--- src/pkg/vsync_serial_pkg.sv ---
`default_nettype none
package vsync_serial_pkg;
   localparam logic [4:0] mode_addr = 5'h00;
   localparam logic [4:0] ctrl_addr = 5'h04;
   localparam logic [4:0] txbuf_addr = 5'h08;
   localparam logic [4:0] rxbuf_addr = 5'h0c;
   localparam logic [4:0] ch0_addr = 5'h10;
   localparam logic [4:0] ch2_addr = 5'h14;
   localparam int char_w = 8;
   localparam int len_lsb = 8;
   localparam int err_bit = 8;
   localparam logic [15:0] cmp_reset = 16'h0001;
   localparam logic [15:0] ch2_reset = 16'h0000;
   localparam logic [1:0] sync_mode = 2'h1;
   typedef logic [3:0] len_t;
   typedef struct packed {
      logic [1:0] iface_mode;
      logic tx_irq_source_select;
      logic bit_order_select;
      logic clock_source_select;
   } mode_s;
   localparam mode_s mode_reset = '{2'h0, 1'b0, 1'b0, 1'b0};
   typedef struct packed {
      logic in_polarity_invert;
      logic out_polarity_invert;
      logic rx_enable;
      logic tx_enable;
   } ctrl_s;
   localparam ctrl_s ctrl_reset = '{1'b0, 1'b0, 1'b0, 1'b0};
endpackage : vsync_serial_pkg
`default_nettype wire

--- src/rtl/variable_sync_serial_port.sv ---
`timescale 1ns/1ns
`default_nettype none
module variable_sync_serial_port
   import vsync_serial_pkg::*;
(
   input wire logic core_clk,
   input wire logic nrst,
   input wire logic [4:0] address,
   input wire logic read,
   input wire logic write,
   input wire logic [31:0] writedata,
   output logic [31:0] readdata,
   output logic waitrequest,
   input wire logic serial_clock_pin_i,
   output logic serial_clock_pin_o,
   output logic serial_clock_pin_oe,
   output logic serial_data_out_pin,
   input wire logic serial_data_in_pin,
   output logic tx_irq_request,
   output logic rx_irq_request
);
   mode_s mode_reg;
   ctrl_s ctrl_reg;
   logic [15:0] ch0_reg;
   logic [15:0] ch2_reg;
   logic [char_w-1:0] tx_data_reg;
   len_t tx_len_reg;
   logic [char_w-1:0] rx_data_reg;
   logic rx_err_reg;
   logic tbe_reg;
   logic rxc_reg;
   logic ack_reg;
   logic [31:0] rd_reg;
   logic busy_reg;
   logic rx_on_reg;
   logic [char_w-1:0] sh_data_reg;
   len_t sh_len_reg;
   len_t idx_reg;
   logic [char_w-1:0] rx_sh_reg;
   logic [16:0] div_reg;
   logic iclk_reg;
   logic [2:0] eclk_sync_reg;
   logic [1:0] din_sync_reg;
   logic dout_reg;
   logic msb_reg;
   logic acc;
   logic wr_go;
   logic rd_go;
   logic fall;
   logic rise;
   logic start;
   logic done;
   logic din;
   logic ext_rise;
   logic ext_fall;
   logic int_tick;

   // bit at position idx of a len-bit character in the chosen order
   function automatic logic pick_bit(input logic [char_w-1:0] d,
                                     input len_t len, input len_t idx,
                                     input logic msb);
      len_t p;
      p = msb ? len_t'(len - idx - 4'h1) : idx;
      return d[p[2:0]];
   endfunction : pick_bit

   // length field 0 is read as a full 8-bit character
   function automatic len_t norm_len(input logic [3:0] f);
      return (f == 4'h0 || f > 4'h8) ? len_t'(char_w) : f;
   endfunction : norm_len

   // bus: one wait cycle, answer on the second edge
   assign acc = (read | write) & ~ack_reg;
   assign waitrequest = acc;
   assign wr_go = write & ack_reg;
   assign rd_go = read & ack_reg;
   assign readdata = rd_reg;

   always_ff @(posedge core_clk) begin
      if (!nrst) begin
         ack_reg <= 1'b0;
      end else begin
         ack_reg <= acc;
      end
   end

   always_ff @(posedge core_clk) begin
      if (!nrst) begin
         rd_reg <= 32'h0;
      end else if (read & ~ack_reg) begin
         unique case (address)
            mode_addr: rd_reg <= {27'h0, mode_reg};
            ctrl_addr: rd_reg <= {25'h0, ctrl_reg[3:2], rxc_reg,
                                  ctrl_reg[1], tbe_reg, ~busy_reg,
                                  ctrl_reg[0]};
            txbuf_addr: rd_reg <= {20'h0, tx_len_reg, tx_data_reg};
            rxbuf_addr: rd_reg <= {23'h0, rx_err_reg, rx_data_reg};
            ch0_addr: rd_reg <= {16'h0, ch0_reg};
            ch2_addr: rd_reg <= {16'h0, ch2_reg};
            default: rd_reg <= 32'h0;
         endcase
      end
   end

   // configuration registers written by software
   always_ff @(posedge core_clk) begin
      if (!nrst) begin
         mode_reg <= mode_reset;
         ctrl_reg <= ctrl_reset;
         ch0_reg <= cmp_reset;
         ch2_reg <= ch2_reset;
      end else if (wr_go) begin
         if (address == mode_addr) begin
            mode_reg <= writedata[4:0];
         end
         if (address == ctrl_addr) begin
            ctrl_reg <= {writedata[6:5], writedata[3], writedata[0]};
         end
         if (address == ch0_addr) begin
            ch0_reg <= writedata[15:0];
         end
         if (address == ch2_addr) begin
            ch2_reg <= writedata[15:0];
         end
      end
   end

   // transmit buffer holds data and length
   always_ff @(posedge core_clk) begin
      if (!nrst) begin
         tx_data_reg <= 8'h00;
         tx_len_reg <= 4'h8;
      end else if (wr_go && address == txbuf_addr) begin
         tx_data_reg <= writedata[char_w-1:0];
         tx_len_reg <= norm_len(writedata[len_lsb+3:len_lsb]);
      end
   end

   // buffer empty flag; a write after a load refills it
   always_ff @(posedge core_clk) begin
      if (!nrst) begin
         tbe_reg <= 1'b1;
      end else if (wr_go && address == txbuf_addr) begin
         tbe_reg <= 1'b0;
      end else if (start) begin
         tbe_reg <= 1'b1;
      end
   end

   assign start = ctrl_reg.tx_enable & ~tbe_reg & ~busy_reg;

   // pin inputs pass two flops; edges use stages two and three
   always_ff @(posedge core_clk) begin
      if (!nrst) begin
         eclk_sync_reg <= 3'h7;
         din_sync_reg <= 2'h0;
      end else begin
         eclk_sync_reg <= {eclk_sync_reg[1:0], serial_clock_pin_i};
         din_sync_reg <= {din_sync_reg[0], serial_data_in_pin};
      end
   end
   assign ext_rise = eclk_sync_reg[1] & ~eclk_sync_reg[2];
   assign ext_fall = ~eclk_sync_reg[1] & eclk_sync_reg[2];
   assign din = din_sync_reg[1] ^ ctrl_reg.in_polarity_invert;

   // half period of n+2 base clocks
   // 17 bits, so the largest compare value does not wrap to a short period
   assign int_tick = busy_reg && div_reg == {1'b0, ch0_reg} + 17'h1;

   // channel 0 waveform: idles high, first toggle goes low
   always_ff @(posedge core_clk) begin
      if (!nrst) begin
         div_reg <= 17'h0;
         iclk_reg <= 1'b1;
      end else if (!busy_reg || done) begin
         div_reg <= 17'h0;
         iclk_reg <= 1'b1;
      end else if (int_tick) begin
         div_reg <= 17'h0;
         iclk_reg <= ~iclk_reg;
      end else begin
         div_reg <= div_reg + 17'h1;
      end
   end

   // external clock edges replace the internal ones
   assign fall = mode_reg.clock_source_select ? ext_fall
                 : int_tick & iclk_reg;
   assign rise = mode_reg.clock_source_select ? ext_rise
                 : int_tick & ~iclk_reg;
   // character ends after len rising edges
   assign done = busy_reg & rise & (idx_reg + 4'h1 == sh_len_reg);

   assign serial_clock_pin_o = iclk_reg;
   assign serial_clock_pin_oe = ~mode_reg.clock_source_select;

   // shifter: first bit driven on load, next bits after falling edges
   always_ff @(posedge core_clk) begin
      if (!nrst) begin
         busy_reg <= 1'b0;
         rx_on_reg <= 1'b0;
         sh_data_reg <= 8'h00;
         sh_len_reg <= 4'h8;
         idx_reg <= 4'h0;
         msb_reg <= 1'b0;
         dout_reg <= 1'b1;
      end else if (start) begin
         busy_reg <= 1'b1;
         // receive joins only a started transmit
         rx_on_reg <= ctrl_reg.rx_enable;
         sh_data_reg <= tx_data_reg;
         sh_len_reg <= tx_len_reg;
         idx_reg <= 4'h0;
         msb_reg <= mode_reg.bit_order_select;
         dout_reg <= pick_bit(tx_data_reg, tx_len_reg, 4'h0,
                              mode_reg.bit_order_select);
      end else if (done) begin
         busy_reg <= 1'b0;
         rx_on_reg <= 1'b0;
         dout_reg <= 1'b1;
      end else if (busy_reg && rise) begin
         idx_reg <= idx_reg + 4'h1;
      end else if (busy_reg && fall && idx_reg != 4'h0) begin
         dout_reg <= pick_bit(sh_data_reg, sh_len_reg, idx_reg, msb_reg);
      end
   end
   assign serial_data_out_pin = dout_reg ^ ctrl_reg.out_polarity_invert;

   // receive shifter samples on rising edges
   always_ff @(posedge core_clk) begin
      if (!nrst) begin
         rx_sh_reg <= 8'h00;
      end else if (start) begin
         rx_sh_reg <= 8'h00;
      end else if (busy_reg && rise) begin
         if (msb_reg) begin
            rx_sh_reg <= {rx_sh_reg[6:0], din};
         end else begin
            rx_sh_reg <= {din, rx_sh_reg[7:1]};
         end
      end
   end

   // move to receive buffer; lsb-first is right aligned
   always_ff @(posedge core_clk) begin
      if (!nrst) begin
         rx_data_reg <= 8'h00;
      end else if (done && rx_on_reg) begin
         if (msb_reg) begin
            rx_data_reg <= {rx_sh_reg[6:0], din};
         end else begin
            rx_data_reg <= 8'({din, rx_sh_reg[7:1]}
                              >> (4'h8 - sh_len_reg));
         end
      end
   end

   // overrun; buffer still overwritten, so undefined
   always_ff @(posedge core_clk) begin
      if (!nrst) begin
         rx_err_reg <= 1'b0;
      end else if (done && rx_on_reg) begin
         rx_err_reg <= rxc_reg & ~(rd_go && address == rxbuf_addr);
      end
   end

   // receive complete: set wins over the clearing read
   always_ff @(posedge core_clk) begin
      if (!nrst) begin
         rxc_reg <= 1'b0;
      end else if (done && rx_on_reg) begin
         rxc_reg <= 1'b1;
      end else if (rd_go && address == rxbuf_addr) begin
         rxc_reg <= 1'b0;
      end
   end

   // request pulses to the interrupt controller
   always_ff @(posedge core_clk) begin
      if (!nrst) begin
         tx_irq_request <= 1'b0;
         rx_irq_request <= 1'b0;
      end else begin
         tx_irq_request <= mode_reg.tx_irq_source_select ? done : start;
         rx_irq_request <= done & rx_on_reg;
      end
   end
endmodule : variable_sync_serial_port
`default_nettype wire

--- config.mk ---
export PLATFORM = sky130hd
export DESIGN_NAME = variable_sync_serial_port
export DESIGN_NICKNAME = d
export VERILOG_FILES = /design/src/pkg/vsync_serial_pkg.sv /design/src/rtl/variable_sync_serial_port.sv
export SDC_FILE = /design/constraint.sdc
export NUM_CORES = 1
export LEC_CHECK = 0
export ABC_AREA = 0
export BUFFER_PORTS_ARGS = -buffer_cell sky130_fd_sc_hd__buf_2
export CAP_MARGIN = 5
export CORE_MARGIN = 2
export CORE_UTILIZATION = 45
export CTS_BUF_LIST = sky130_fd_sc_hd__clkbuf_4 sky130_fd_sc_hd__clkbuf_8 sky130_fd_sc_hd__clkbuf_16
export DETAILED_ROUTE_END_ITERATION = 8
export SETUP_SLACK_MARGIN = 0.5
export SYNTH_ARGS = -nofsm -noshare
export SYNTH_HDL_FRONTEND = slang
export SYNTH_SLANG_ARGS = --single-unit
--- constraint.sdc ---
create_clock -name core_clk -period 6.75 [get_ports core_clk]
set_clock_uncertainty 0.1 [all_clocks]
set_input_delay 1.6875 -clock core_clk [delete_from_list [all_inputs] [get_ports core_clk]]
set_output_delay 1.6875 -clock core_clk [all_outputs]
set_load 0.1 [all_outputs]
Word level (Yosys, flattened, before mapping) --
Index checks and enable logic that the tools add are counted.
Operators by class: add/sub/neg operators 7, magnitude comparators 3, eq/ne operators 8, shift operators 1, multiplexer cells 24, bitwise logic cells 27, reductions and logical operators 26
Operator list (number):
- one-hot mux 16 bit (6 select lines) | 1
- adder 16 x 1 -> 17 bit (second input constant) | 1
- adder 17 x 1 -> 17 bit (second input constant) | 1
- == test 17 bit | 1
- two-way mux 1 bit | 16
- two-way mux 8 bit | 2
- bitwise AND 1 bit | 14
- AND reduction 2 bit | 6
- == test 5 x 4 -> 1 bit (second input constant) | 2
- == test 5 bit (second input constant) | 2
- inverter 1 bit | 10
- less-than comparator 3 x 4 -> 1 bit (second input constant) | 2
- >> shifter 8 x 4 -> 8 bit | 1
- logical AND 1 bit | 7
- binary-select mux 1 bit (select 3 bit) | 2
- two-way mux 3 bit | 2
- nonzero test 2 bit | 3
- subtractor 3 x 1 -> 3 bit (second input constant) | 2
- == test 5 x 3 -> 1 bit (second input constant) | 1
- zero test 5 bit | 1
- adder 4 x 1 -> 4 bit (second input constant) | 1
- == test 4 bit | 1
- greater-than comparator 4 bit (second input constant) | 1
- zero test 4 bit | 1
- other kinds (12) | 15
Storage, ports and cells: bits in registers 150, bits of input ports 43, output and inout port bits 38, word-level logic and storage cells 128

Longest topological paths before layout --
word-level depth 11, gate-level depth with buffers 12, mapped depth without buffers 12

Least setup slack after synthesis --
Ideal clock, no wire load.
path type input port to output port, from input port write, to output port waitrequest, arrival time 3.216 ns, data required time 4.963 ns, slack 1.746 ns, cell stages on the path 3, buffers on the path 1, cells stage by stage clkbuf_1 nor2_1 nor2_1
Between the ends: cells in the longest elaborated chain, start to end 2
RTL lines:
- from (decl) | line variable_sync_serial_port.sv:10 | input wire logic write,
- bitwise OR 1 bit | line variable_sync_serial_port.sv:73 | assign acc = (read | write) & ~ack_reg;
- bitwise AND 1 bit | line variable_sync_serial_port.sv:73
- to (decl) | line variable_sync_serial_port.sv:13 | output logic waitrequest,
Every way passes these cells.

Worst setup path in the final report --
Ends and elaborated chain as after synthesis.

==> summary.txt <==
Status
  • Status: completed

Route
  • First-pass detailed-route iteration total: 5
  • Drt total wl: 17700 µm
  • Routed vias/inst: roughly 5.5
  • Drt drc: 0
  • DR WL/cell: about 17 µm
  • Via count: 5948
  • Final ANT Viol Nets: 0
  • DR iter-0 viols: 459

STA
  • Worst slew pin tran: 1.29 ns
  • Max Clk Rate: 0.237 GHz
  • # setup viols final: 0
  • Final Hold Viols: 0
  • Post-layout minimum cycle time: approximately 4.2 ns
  • Final Cycle Share: a little over three fifths
  • Final worst setup slack: ~2.5 ns
  • Total negative slack: 0 ns
  • Max-slew violation count: 0
  • RSZ-0062 raised after global routing: false
  • Slew HR: a little over an eighth

Critical path
  • R2r startpoint: ch0_reg[0]
  • Crit path from: write
  • Setup crit end kind: primary output
  • Max stage delay on crit path: 0.43 ns
  • Slowest library cell on the worst path: buf_2
  • R2R cell count: 10
  • R2R setup slack: 3.07 ns
  • Crit-path max FO: 8
  • Worst EP required: slightly below 5 ns
  • CP Launch Type: primary input
  • R2R Path End: rx_sh_reg[7]
  • CP Cell Sequence: buf_2, nor2_1, nor2_1, buf_2
  • Setup CP Type: primary input to primary output
  • Worst Path Arrival: approximately 2.4 ns

Final layout
  • Synth-to-layout area growth: 12.4%
  • Max reg flops: 17
  • Fin util: between 50% and 60%
  • Register area: 0.00268 mm²
  • Fraction of layout cells with a size suffix above 1: between 10% and 20%
  • # diodes: 0
  • Fill cells: 1349
  • Fin nets: about 900
  • Filler-free cell count of the finished design: 1072
  • Area of the multi-input gates: 0.00378 mm²

Synthesis
  • Mapped Cells: 854
  • Async set-reset flop share out of synthesis: 0%
  • Yosys warns: 0
  • Count leader, synth: nand2_1
  • Post-synth EDFFs: 0
  • Sequential-to-total area share from yosys stat: about two fifths
  • Predominant post-synthesis flop cell: dfxtp_1
  • Yosys reg bits: 134
  • Top-area cell type share of the netlist area: roughly two fifths
  • Post-synth cell types: 60
  • Most frequent cells after synthesis: 151 x nand2_1, 134 x dfxtp_1, 113 x nor2_1
  • Mapped Avg Cell Area: roughly 8 µm²
  • Synth area leaders: dfxtp_1 39%, nand2_1 8.3%, a21oi_1 6.6%
  • Syn Std Cell Area: ~0.0068 mm²
  • Yosys top cell by area: dfxtp_1

Place
  • Final HPWL DP: between 10000 and 15000 µm
  • Final GP Congestion: about 0.89
  • Placed insts: 1040
  • Setup WS pre-CTS: 2.27 ns
  • Port Buffers: 48

Clocking
  • Post-CTS sizing: 0
  • Clk buf depth: 2
  • Clock Sinks: between 100 and 150
  • TritonCTS Buffers: 17
  • H-tree Lvls: 4
  • CTS tree: yes
  • CTS root buffer: clkbuf_16
  • CTS Hold Bufs: 0
  • Post-CTS Setup Inserts: 0
  • Worst-path clk slew: roughly 0.060 ns
  • Clk_lat worst skew: 0.42 ns

Worst hold path
  • Hold Crit Endpoint: eclk_sync_reg[1]
  • Worst hold path cell count: 1
  • Worst hold-check path type: register to register
  • Hold path start: eclk_sync_reg[0]

Floorplanning
  • # rows: 44
  • IO Pins: 81
  • Die Y: ~130 µm
  • Starting Density: 46.4%
  • Core area: between 0.01 and 0.015 mm²
  • DIE AREA: between 0.015 and 0.02 mm²
  • Die Wd: between 100 and 150 µm

Pwr
  • PD cells: roughly 240 mW/mm²
  • Max IR drop VDD: between 150 and 200 µV
  • Leak: 2.82 nW

Global route
  • Initial antenna violation count: 0
  • Grt ovf: 0
  • Pin count of the biggest net entering global routing: 94
  • GRT Util Overall: 22.3%
  • Number of global-route vias before repair: 5629
  • First-pass GRT wire length: 28600 µm

Job
  • Maxcap violations: 0
-- area by class of cell --
cell class / instances / area share, %
clock buffers: 19 / 5.93
flip-flops and latches: 134 / 35.1
repair buffers: 51 / 3.44
well taps: 184 / 3.01
clock inverters: 13 / 2.03
multi-input cells: 651 / 49.5
inverters: 20 / 0.982
-- critical path, delay by kind of cell --
kind	cells	cell delay, ns
and+or+nand+nor	2	0.15
buffers and inverters	2	0.60
-- through the flow --
stage,power (mW),cell area [µm²],hold WS [ns]
finish,1.87,7640,0.310
global route,1.92,7640,0.323
CTS,1.88,7640,0.317
detailed placement,0.934,7030,0.308
global placement,0.933,7030,0.308
floorplan,0.914,6860,0.286
-- power breakdown --
group / leakage [nW] / internal, mW / total, mW / switching [mW]
Sequential: 1.08 / 0.796 / 0.800 / 0.00417
Combinational: 1.45 / 0.0181 / 0.118 / 0.0996
Clock: 0.295 / 0.597 / 0.949 / 0.352
Total: 2.82 / 1.41 / 1.87 / 0.455
-- cell usage in the layout (no fill, tap or decap), types with 6 or more instances in the layout --
cell type	n
a21oi_1	90
a22oi_1	8
and3_1	9
buf_2	48
clkbuf_16	17
conb_1	16
dfxtp_1	134
ha_1	7
inv_1	19
mux2_2	7
mux2i_1	37
nand2_1	151
nand3_1	23
nand3b_1	7
nand4_1	7
nor2_1	113
nor2b_1	6
nor3_1	20
o21ai_0	21
xnor2_1	33
xor2_1	18
-- kinds of logic (layout without fill, tap and decap cells) --
logic type | after synthesis | count (layout) | synth area share, %
simple gates | 368 | 368 | 24.4
compound gates | 159 | 159 | 13.9
flops | 134 | 134 | 39.4
buf+inv | 84 | 103 | 5.76
xor+xnor | 51 | 51 | 6.57
mux | 49 | 49 | 8.26
fa+ha+maj | 8 | 8 | 1.58
other cells | 1 | 16 | 0.0551
-- how the worst max path moves through the flow --
stage                              to  slack, ns  cells past startpoint
final                     waitrequest       2.52                      4
after global routing       ch0_reg[2]       2.43                      7
after CTS                 waitrequest       2.53                      4
after detailed placement  ch0_reg[11]       2.27                      7
after global placement    ch0_reg[14]       2.29                      7
after floorplan           waitrequest       1.75                      3
-- per-layer routing --
layer	wire, µm	global-route usage, %
met1	8430	30.3
met2	8200	36.1
met3	832	4.22
met4	238	7.30
met5	0	0
Power figures use the tool's default switching activity.
